**src/design/kpc_defs.svh**
```systemverilog
// Offsets, field positions, reset values and timing counts of the block
`ifndef KPC_DEFS_SVH
`define KPC_DEFS_SVH
`define KPC_ADDR_LOGIC_EVT   8'h47
`define KPC_ADDR_SCAN        8'h48
`define KPC_ADDR_ROW         8'h49
`define KPC_ADDR_COL_LO      8'h4a
`define KPC_ADDR_COL_HI      8'h4b
`define KPC_BIT_L1_LEVEL     0
`define KPC_BIT_L1_EVT       1
`define KPC_BIT_L1_BYPASS    2
`define KPC_BIT_L2_LEVEL     3
`define KPC_BIT_L2_EVT       4
`define KPC_BIT_L2_BYPASS    5
`define KPC_RST_REG          8'h00
`define KPC_CLK_HZ           40000000
`define KPC_SCAN_STEP_MS     10
`define KPC_STEP_CYCLES      ((`KPC_CLK_HZ / 1000) * `KPC_SCAN_STEP_MS)
`define KPC_DEBOUNCE_CYCLES  4
`endif

```
**src/design/kpc_pkg.sv**
```systemverilog
// Types shared by the configuration block
package kpc_pkg;
  typedef struct packed {
    logic [7:0] logic_evt;
    logic [1:0] scan;
    logic [7:0] row;
    logic [7:0] col_lo;
    logic [2:0] col_hi;
  } kpc_regs_t;
  typedef struct packed {
    logic       r0_alt;
    logic [1:0] r3_alt;
    logic       r4_alt;
    logic       c4_alt;
    logic       c6_alt;
    logic       c9_alt;
  } kpc_alt_t;
endpackage

```
**src/design/kpc_config.sv**
```systemverilog
// Keypad pin function and logic event configuration register group
`timescale 1ns/1ps
`include "kpc_defs.svh"
module kpc_config #(
  parameter int STEP_CYCLES = `KPC_STEP_CYCLES
) (
  input  wire logic             clk_i,
  input  wire logic             rst_i,
  input  wire logic             wr_i,
  input  wire logic [7:0]       addr_i,
  input  wire logic [7:0]       wdata_i,
  output logic [7:0]            rdata_o,
  input  wire logic             logic_one_output_i,
  input  wire logic             logic_two_output_i,
  input  wire kpc_pkg::kpc_alt_t alt_i,
  output logic                  logic_one_event_o,
  output logic                  logic_two_event_o,
  output logic                  logic_one_active_o,
  output logic                  logic_two_active_o,
  output logic                  scan_start_o,
  output logic [7:0]            row_key_o,
  output logic [10:0]           col_key_o,
  output logic [18:0]           gpio_sel_o,
  output kpc_pkg::kpc_alt_t     alt_route_o
);
  typedef struct packed {
    kpc_pkg::kpc_regs_t regs;
    logic [7:0]         rdata;
    logic [31:0]        cnt;
    logic               scan;
    logic [7:0]         row_key;
    logic [10:0]        col_key;
    logic [18:0]        gpio;
    kpc_pkg::kpc_alt_t  alt;
  } kpc_st_t;
  kpc_st_t s, next_s;

  // Interval in core cycles for the two-bit code
  function automatic logic [31:0] interval(input logic [1:0] code);
    interval = 32'(STEP_CYCLES) * ({30'h0, code} + 32'h1);
  endfunction

  // Register read mux, reserved bits read zero
  function automatic logic [7:0] rd(input kpc_pkg::kpc_regs_t r,
                                    input logic [7:0] a);
    case (a)
      `KPC_ADDR_LOGIC_EVT: rd = {2'h0, r.logic_evt[5:0]};
      `KPC_ADDR_SCAN:      rd = {6'h00, r.scan};
      `KPC_ADDR_ROW:       rd = r.row;
      `KPC_ADDR_COL_LO:    rd = r.col_lo;
      `KPC_ADDR_COL_HI:    rd = {5'h00, r.col_hi};
      default:             rd = 8'h00;
    endcase
  endfunction

  // An extended route survives only while its pin is left general-purpose
  function automatic logic route_gate(input logic req, input logic key);
    route_gate = req & ~key;
  endfunction

  always_comb begin
    next_s = s;
    if (wr_i) begin
      case (addr_i)
        `KPC_ADDR_LOGIC_EVT: next_s.regs.logic_evt = wdata_i;
        `KPC_ADDR_SCAN:      next_s.regs.scan = wdata_i[1:0];
        `KPC_ADDR_ROW:       next_s.regs.row = wdata_i;
        `KPC_ADDR_COL_LO:    next_s.regs.col_lo = wdata_i;
        `KPC_ADDR_COL_HI:    next_s.regs.col_hi = wdata_i[2:0];
        default:             next_s.regs = s.regs;
      endcase
    end
    next_s.rdata = rd(s.regs, addr_i);
    // Scan timer counts core clock cycles; a shorter code takes effect
    // at once because the compare uses the live setting
    next_s.scan = 1'b0;
    if (s.cnt + 32'h1 >= interval(s.regs.scan)) begin
      next_s.cnt = 32'h0;
      next_s.scan = 1'b1;
    end else begin
      next_s.cnt = s.cnt + 32'h1;
    end
    next_s.row_key = s.regs.row;
    next_s.col_key = {s.regs.col_hi, s.regs.col_lo};
    next_s.gpio = ~{s.regs.col_hi, s.regs.col_lo, s.regs.row};
    // Alternate routes only where the pin is still general-purpose
    next_s.alt.r0_alt = route_gate(alt_i.r0_alt, s.regs.row[0]);
    // Code 11 has no route behind it, so the pin stays plain GPIO
    next_s.alt.r3_alt = alt_i.r3_alt;
    if (s.regs.row[3] || alt_i.r3_alt == 2'h3) begin
      next_s.alt.r3_alt = 2'h0;
    end
    next_s.alt.r4_alt = route_gate(alt_i.r4_alt, s.regs.row[4]);
    next_s.alt.c4_alt = route_gate(alt_i.c4_alt, s.regs.col_lo[4]);
    next_s.alt.c6_alt = route_gate(alt_i.c6_alt, s.regs.col_lo[6]);
    next_s.alt.c9_alt = route_gate(alt_i.c9_alt, s.regs.col_hi[1]);
  end

  always_ff @(posedge clk_i or posedge rst_i) begin
    if (rst_i) begin
      s <= '0;
    end else begin
      s <= next_s;
    end
  end

  // Two identical paths, one per logic block
  kpc_logic_event u_one (
    .clk_i    (clk_i),
    .rst_i    (rst_i),
    .raw_i    (logic_one_output_i),
    .bypass_i (s.regs.logic_evt[`KPC_BIT_L1_BYPASS]),
    .enable_i (s.regs.logic_evt[`KPC_BIT_L1_EVT]),
    .level_i  (s.regs.logic_evt[`KPC_BIT_L1_LEVEL]),
    .event_o  (logic_one_event_o),
    .active_o (logic_one_active_o)
  );
  kpc_logic_event u_two (
    .clk_i    (clk_i),
    .rst_i    (rst_i),
    .raw_i    (logic_two_output_i),
    .bypass_i (s.regs.logic_evt[`KPC_BIT_L2_BYPASS]),
    .enable_i (s.regs.logic_evt[`KPC_BIT_L2_EVT]),
    .level_i  (s.regs.logic_evt[`KPC_BIT_L2_LEVEL]),
    .event_o  (logic_two_event_o),
    .active_o (logic_two_active_o)
  );

  assign rdata_o = s.rdata;
  assign scan_start_o = s.scan;
  assign row_key_o = s.row_key;
  assign col_key_o = s.col_key;
  assign gpio_sel_o = s.gpio;
  assign alt_route_o = s.alt;

  // Register to pin map, two edges after a write that no second write to
  // the same register overtakes; back-to-back writes stay legal
  a_row_map: assert property (
    @(posedge clk_i) disable iff (rst_i)
    wr_i && addr_i == `KPC_ADDR_ROW ##1 !(wr_i && addr_i == `KPC_ADDR_ROW)
      |=> row_key_o == $past(wdata_i, 2)) else $error("row map wrong");
  a_row_gpio: assert property (
    @(posedge clk_i) disable iff (rst_i)
    wr_i && addr_i == `KPC_ADDR_ROW ##1 !(wr_i && addr_i == `KPC_ADDR_ROW)
      |=> gpio_sel_o[7:0] == ~$past(wdata_i, 2)) else $error("row gpio");
  a_col_lo_map: assert property (
    @(posedge clk_i) disable iff (rst_i)
    wr_i && addr_i == `KPC_ADDR_COL_LO
      ##1 !(wr_i && addr_i == `KPC_ADDR_COL_LO)
      |=> col_key_o[7:0] == $past(wdata_i, 2)) else $error("col lo map");
  a_col_hi_map: assert property (
    @(posedge clk_i) disable iff (rst_i)
    wr_i && addr_i == `KPC_ADDR_COL_HI
      ##1 !(wr_i && addr_i == `KPC_ADDR_COL_HI)
      |=> col_key_o[10:8] == $past(wdata_i[2:0], 2))
      else $error("col hi map");
  // Reserved high bits of the upper column register never read back
  a_col_hi_read: assert property (
    @(posedge clk_i) disable iff (rst_i)
    wr_i && addr_i == `KPC_ADDR_COL_HI ##1 addr_i == `KPC_ADDR_COL_HI
      |=> rdata_o[7:3] == 5'h00) else $error("reserved bits");
  a_gpio_excl: assert property (
    @(posedge clk_i) disable iff (rst_i)
    (gpio_sel_o & {col_key_o, row_key_o}) == 19'h0)
    else $error("pin both gpio and key");
  // A keypad pin never carries an extended route
  a_alt_gate: assert property (
    @(posedge clk_i) disable iff (rst_i)
    row_key_o[0] |-> !alt_route_o.r0_alt) else $error("r0 alt");
  a_r3_gate: assert property (
    @(posedge clk_i) disable iff (rst_i)
    row_key_o[3] |-> alt_route_o.r3_alt == 2'h0) else $error("r3 alt");
  a_r4_gate: assert property (
    @(posedge clk_i) disable iff (rst_i)
    row_key_o[4] |-> !alt_route_o.r4_alt) else $error("r4 alt");
  a_c4_gate: assert property (
    @(posedge clk_i) disable iff (rst_i)
    col_key_o[4] |-> !alt_route_o.c4_alt) else $error("c4 alt");
  a_c6_gate: assert property (
    @(posedge clk_i) disable iff (rst_i)
    col_key_o[6] |-> !alt_route_o.c6_alt) else $error("c6 alt");
  a_c9_gate: assert property (
    @(posedge clk_i) disable iff (rst_i)
    col_key_o[9] |-> !alt_route_o.c9_alt) else $error("c9 alt");
  a_r3_unused: assert property (
    @(posedge clk_i) disable iff (rst_i)
    alt_route_o.r3_alt != 2'h3) else $error("r3 code 11");
  // Scan start is a single pulse that restarts the interval count
  a_scan_gap: assert property (
    @(posedge clk_i) disable iff (rst_i)
    scan_start_o |=> !scan_start_o) else $error("scan back to back");
  a_scan_count: assert property (
    @(posedge clk_i) disable iff (rst_i)
    scan_start_o |-> s.cnt == 32'h0) else $error("counter");
  c_scan: cover property (@(posedge clk_i) scan_start_o);
  c_row_wr: cover property (@(posedge clk_i) wr_i && addr_i == `KPC_ADDR_ROW);
  c_alt: cover property (@(posedge clk_i) alt_route_o.r3_alt == 2'h2);
  c_gpio_routes: cover property (@(posedge clk_i)
    gpio_sel_o == 19'h7ffff && alt_route_o.c9_alt);
endmodule

```
**src/design/kpc_logic_event.sv**
```systemverilog
// One logic-block output path: debounce, bypass, level, event pulse
`timescale 1ns/1ps
`include "kpc_defs.svh"
module kpc_logic_event #(
  parameter int DEB = `KPC_DEBOUNCE_CYCLES
) (
  input  wire logic clk_i,
  input  wire logic rst_i,
  input  wire logic raw_i,
  input  wire logic bypass_i,
  input  wire logic enable_i,
  input  wire logic level_i,
  output logic      event_o,
  output logic      active_o
);
  typedef struct packed {
    logic [2:0] sync;
    logic       stable;
    logic [7:0] cnt;
    logic       prev;
    logic       evt;
  } kpc_le_t;
  kpc_le_t s, next_s;
  logic filt, act;

  // Debounced or bypassed value, then polarity
  always_comb begin
    next_s = s;
    next_s.sync = {s.sync[1:0], raw_i};
    if (s.sync[2] != s.sync[1] || s.sync[1] == s.stable) begin
      next_s.cnt = 8'h00;
    end else if (s.cnt == 8'(DEB - 1)) begin
      next_s.stable = s.sync[1];
      next_s.cnt = 8'h00;
    end else begin
      next_s.cnt = s.cnt + 8'h01;
    end
    filt = bypass_i ? s.sync[1] : s.stable;
    act = level_i ? filt : ~filt;
    next_s.prev = act;
    next_s.evt = enable_i && act && !s.prev;
  end

  always_ff @(posedge clk_i or posedge rst_i) begin
    if (rst_i) begin
      s <= '0;
    end else begin
      s <= next_s;
    end
  end
  assign event_o = s.evt;
  assign active_o = s.prev;

  a_event_gated: assert property (
    @(posedge clk_i) disable iff (rst_i)
    !enable_i |=> !event_o) else $error("event while disabled");
  a_bypass_path: assert property (
    @(posedge clk_i) disable iff (rst_i)
    bypass_i && $stable(bypass_i) && level_i && $stable(level_i)
      |-> (active_o == $past(s.sync[1]))) else $error("bypass wrong");
  c_event_seen: cover property (@(posedge clk_i) event_o);
endmodule

```
**config.mk**
```make
export PLATFORM = sky130hd
export DESIGN_NAME = kpc_config
export DESIGN_NICKNAME = d
export VERILOG_FILES = /design/src/design/kpc_pkg.sv /design/src/design/kpc_config.sv /design/src/design/kpc_logic_event.sv
export VERILOG_INCLUDE_DIRS = /design/src /design/src/design
export SDC_FILE = /design/constraint.sdc
export NUM_CORES = 1
export LEC_CHECK = 0
export BUFFER_PORTS_ARGS = -buffer_cell sky130_fd_sc_hd__buf_4
export CAP_MARGIN = 20
export CORE_UTILIZATION = 50
export DETAILED_ROUTE_END_ITERATION = 8
export HOLD_SLACK_MARGIN = 0.15
export PLACE_DENSITY = 0.7
export SYNTH_ARGS = -nofsm -noshare
export SYNTH_HDL_FRONTEND = slang
export SYNTH_SLANG_ARGS = --single-unit
```
**constraint.sdc**
```tcl
create_clock -name clk_i -period 5.7 [get_ports clk_i]
set_input_delay 1.14 -clock clk_i [delete_from_list [all_inputs] [get_ports clk_i]]
set_output_delay 1.14 -clock clk_i [all_outputs]
set_load 0.01 [all_outputs]
```
==> impl_results.md <==
- Power per cell area: about 300 mW/mm^2
- H-tree levels: 4
- Clock Tree Buf Depth: 2
- Clock share of power: 0.471
- Drt pass-1 iters: 5
- Wire length after detailed routing: 12590 um
- WL/cell: 15.66 um
- DP Worst Slack: 2.008 ns
- Core Footprint: 0.01282 mm^2
- Least-Margin Pin Slew: 0.8381 ns
- Worst path required time: about 6 ns
- First-pass GRT wire length: 21530 um
- Share of cells above drive strength 1: 0.2832
- Die Y: 117.7 um
- Sequential Power Share: 0.471
- Combinational Power Share: 0.057
- Largest net degree at the start of global routing: 96
- Area Growth Syn to Fin: 14.92%
- Critical path class: flop to flop
- Nets: about 680
- Worst setup margin: 2.029 ns
- Leakage dissipation: 0.003530 uW
- Placement Rows: 41
- Antenna fix cells: 0
- Synth cell types: 55
- Slew HR: 0.4413
- Die width: 117.7 um
- Unrepaired setup endpoints after global routing: no
- # clock sinks: 141
- Sw power: 503.1 uW
- Most area-hungry cell type in the Yosys netlist: dfrtp_1
- Compound-gate portion of the synthesized area: 0.05308
- Xor and xnor area share after synthesis: 0.05364
- Pint: 1745 uW
- Synth top cells by count: 141 x dfrtp_1, 54 x buf_4, 34 x nand2_1
- Avg Inst Size Synth: around 12 um^2
- Post-CTS setup buffer count: 0
- Initial antenna violation count: 0
- Reg2reg setup slack: 2.03 ns
- GRT Overall Usage: 0.1976
- PortBufs: 85
- Sw frac: 0.2238
- Tmin final: between 3 and 4 ns
- Mapped Area: roughly 0.0067 mm^2
- Clock transition at path regs: 0.06 ns
- Yosys top cell area share: 0.5271
- Final Power: 2248 uW
- Vias per cell: 5.223
- Tcrit/Tclk final: 0.6440
- GP Congestion: 0.9150
- Outcome: completed
- Synth Instances: 569
- Simple-Gate Fraction of Synth Area: 0.1766
- Main area contributors after synthesis: dfrtp_1 53%, buf_4 6.1%, ha_1 5.0%
- Residual DRC: 0
- Final hold vios: 0
- Clock Latency Late Sink: roughly 0.42 ns
- Starting DRT DRC Count: about 320
- Setup tns final: 0 ns
- Via Count: between 4000 and 5000
- Crit end category: flop
- Post_cts resized: 0
- Worst setup SP type: flop
- Antenna Violating Nets Remaining: 0
- Hold Crit Class: flop to flop
- Post-synthesis mux area share: 0.04991
- Die area: roughly 0.014 mm^2
- Worst VDD drop: roughly 190 uV
- TritonCTS clock tree: yes
- Total congestion overflow: 0
- Post-Route Skew: approximately 0.0075 ns
- Worst Path Max Fanout: 22
- Slew Limit Fails: 0
- Final Setup Violations: 0
- DPL Wire Length: 8680 um
- Post-synthesis sequential area ratio: 0.5271
- Top-count cell post-synth: dfrtp_1
- EDFF count, synth: 0
- Post-Synth Adder-Cell Area: 0.05047
- # IOs: 86
- CTS root buf: clkbuf_16
- Largest family of logic cells by synthesized area: simple AND/OR/NAND/NOR gates
- TritonCTS buffer count: 17
- Hold_buf cts: 0
- Fmax: 272.4 MHz
- Initial Util: 0.5220
- Yosys reg bits: between 100 and 150
- Top_reg_cell synth: dfrtp_1
- Max_cap viols: 0
- Synth warn: 0
- Worst Path Arrival: 3.97 ns
- Async set-reset flop share out of synthesis: 1.000
- Vias in the first global route: 4209
flip-flops by register name, summed over array words and instances (netlist names):
signal	cells
u_one.active_o	1
u_one.event_o	1
u_two.event_o	1
alt_route_o	7
rdata_o	8
scan_start_o	1
u_one.s	10
s	40
gpio_sel_o	19
u_two.next_s	2
u_two.s	10
next_s	19
u_one.next_s	2
u_two.active_o	1
col_key_o	11
row_key_o	8
kinds of logic after synthesis:
group,count (synthesis)
adder cells (fa/ha/maj),27
flip-flops,141
AND/OR/NAND/NOR,187
other,1
buffers and inverters,95
AO/OA/AOI/OAI,47
XOR/XNOR,41
multiplexers,30
final cells by class:
| type | instances | area [um^2] |
|---|---|---|
| clock buffers | 21 | 450.4 |
| clock inverters | 10 | 117.6 |
| fillers | 1054 | 5132 |
| inverters | 31 | 121.4 |
| multi-input cells | 342 | 2606 |
| flip-flops and latches | 141 | 3528 |
| well taps | 172 | 215.2 |
| repair buffers | 87 | 653.1 |
power groups by stage:
stage	Combinational [uW]	Clock, uW	Sequential [uW]
2_1_floorplan	92.9	0	1070
3_3_place_gp	127	0	1080
3_5_place_dp	130	0	1080
4_1_cts	132	1080	1060
5_1_grt	145	1120	1060
6_report	129	1060	1060
worst max-delay path: stages (launching register included):
cell and delay (ns):
dfrtp_1 0.40, ha_1 0.24, nand4_1 0.25, nor2_1 0.32, and4_2 0.28, xor2_1 0.23
ha_1 0.30, a21oi_1 0.18, nand2_1 0.07, a211oi_1 0.28, nor2_1 0.07, nor3_1 0.31
a2111oi_4 0.09, buf_4 0.27, or2_1 0.24
final timing paths:
path / start / endpoint / cells past startpoint
setup / recovery: s[46] / scan_start_o / 14
hold / removal: u_one.next_s[12] / u_one.next_s[13] / 0
setup reg to reg: s[46] / scan_start_o / 14
hold reg to reg: u_one.next_s[12] / u_one.next_s[13] / 0
max in group asynchronous: rst_i / u_one.active_o / 3
min in group asynchronous: rst_i / s[72] / 2
cell usage in the layout (no fill, tap or decap), types with 18 or more instances in the layout:
cell type / n
nand3_1: 30
xnor2_1: 18
xor2_1: 23
mux2_2: 27
dfrtp_1: 141
buf_4: 87
inv_1: 30
ha_1: 27
nor2_1: 33
nand2_1: 34
per-layer routing:
| metal | GRT usage | wire, um | vias up |
|---|---|---|---|
| li1 | - | - | 2009 |
| met1 | 0.2626 | 5710 | 2064 |
| met2 | 0.3099 | 6133 | 109 |
| met3 | 0.05087 | 529 | 17 |
| met4 | 0.07692 | 220 | 0 |
| met5 | 0 | 0 | - |
metrics by stage:
stage	hold slack [ns]	utilization	instance area (um^2)	std cells
global route	0.3635	0.5998	7692	804
CTS	0.3529	0.5998	7692	804
detailed placement	0.3393	0.5555	7124	773
floorplan	0.3312	-	6728	578
finish	0.3492	0.5998	7692	804
global placement	0.3322	0.5555	7124	773
Note: power is estimated with default switching activity, not from simulation.
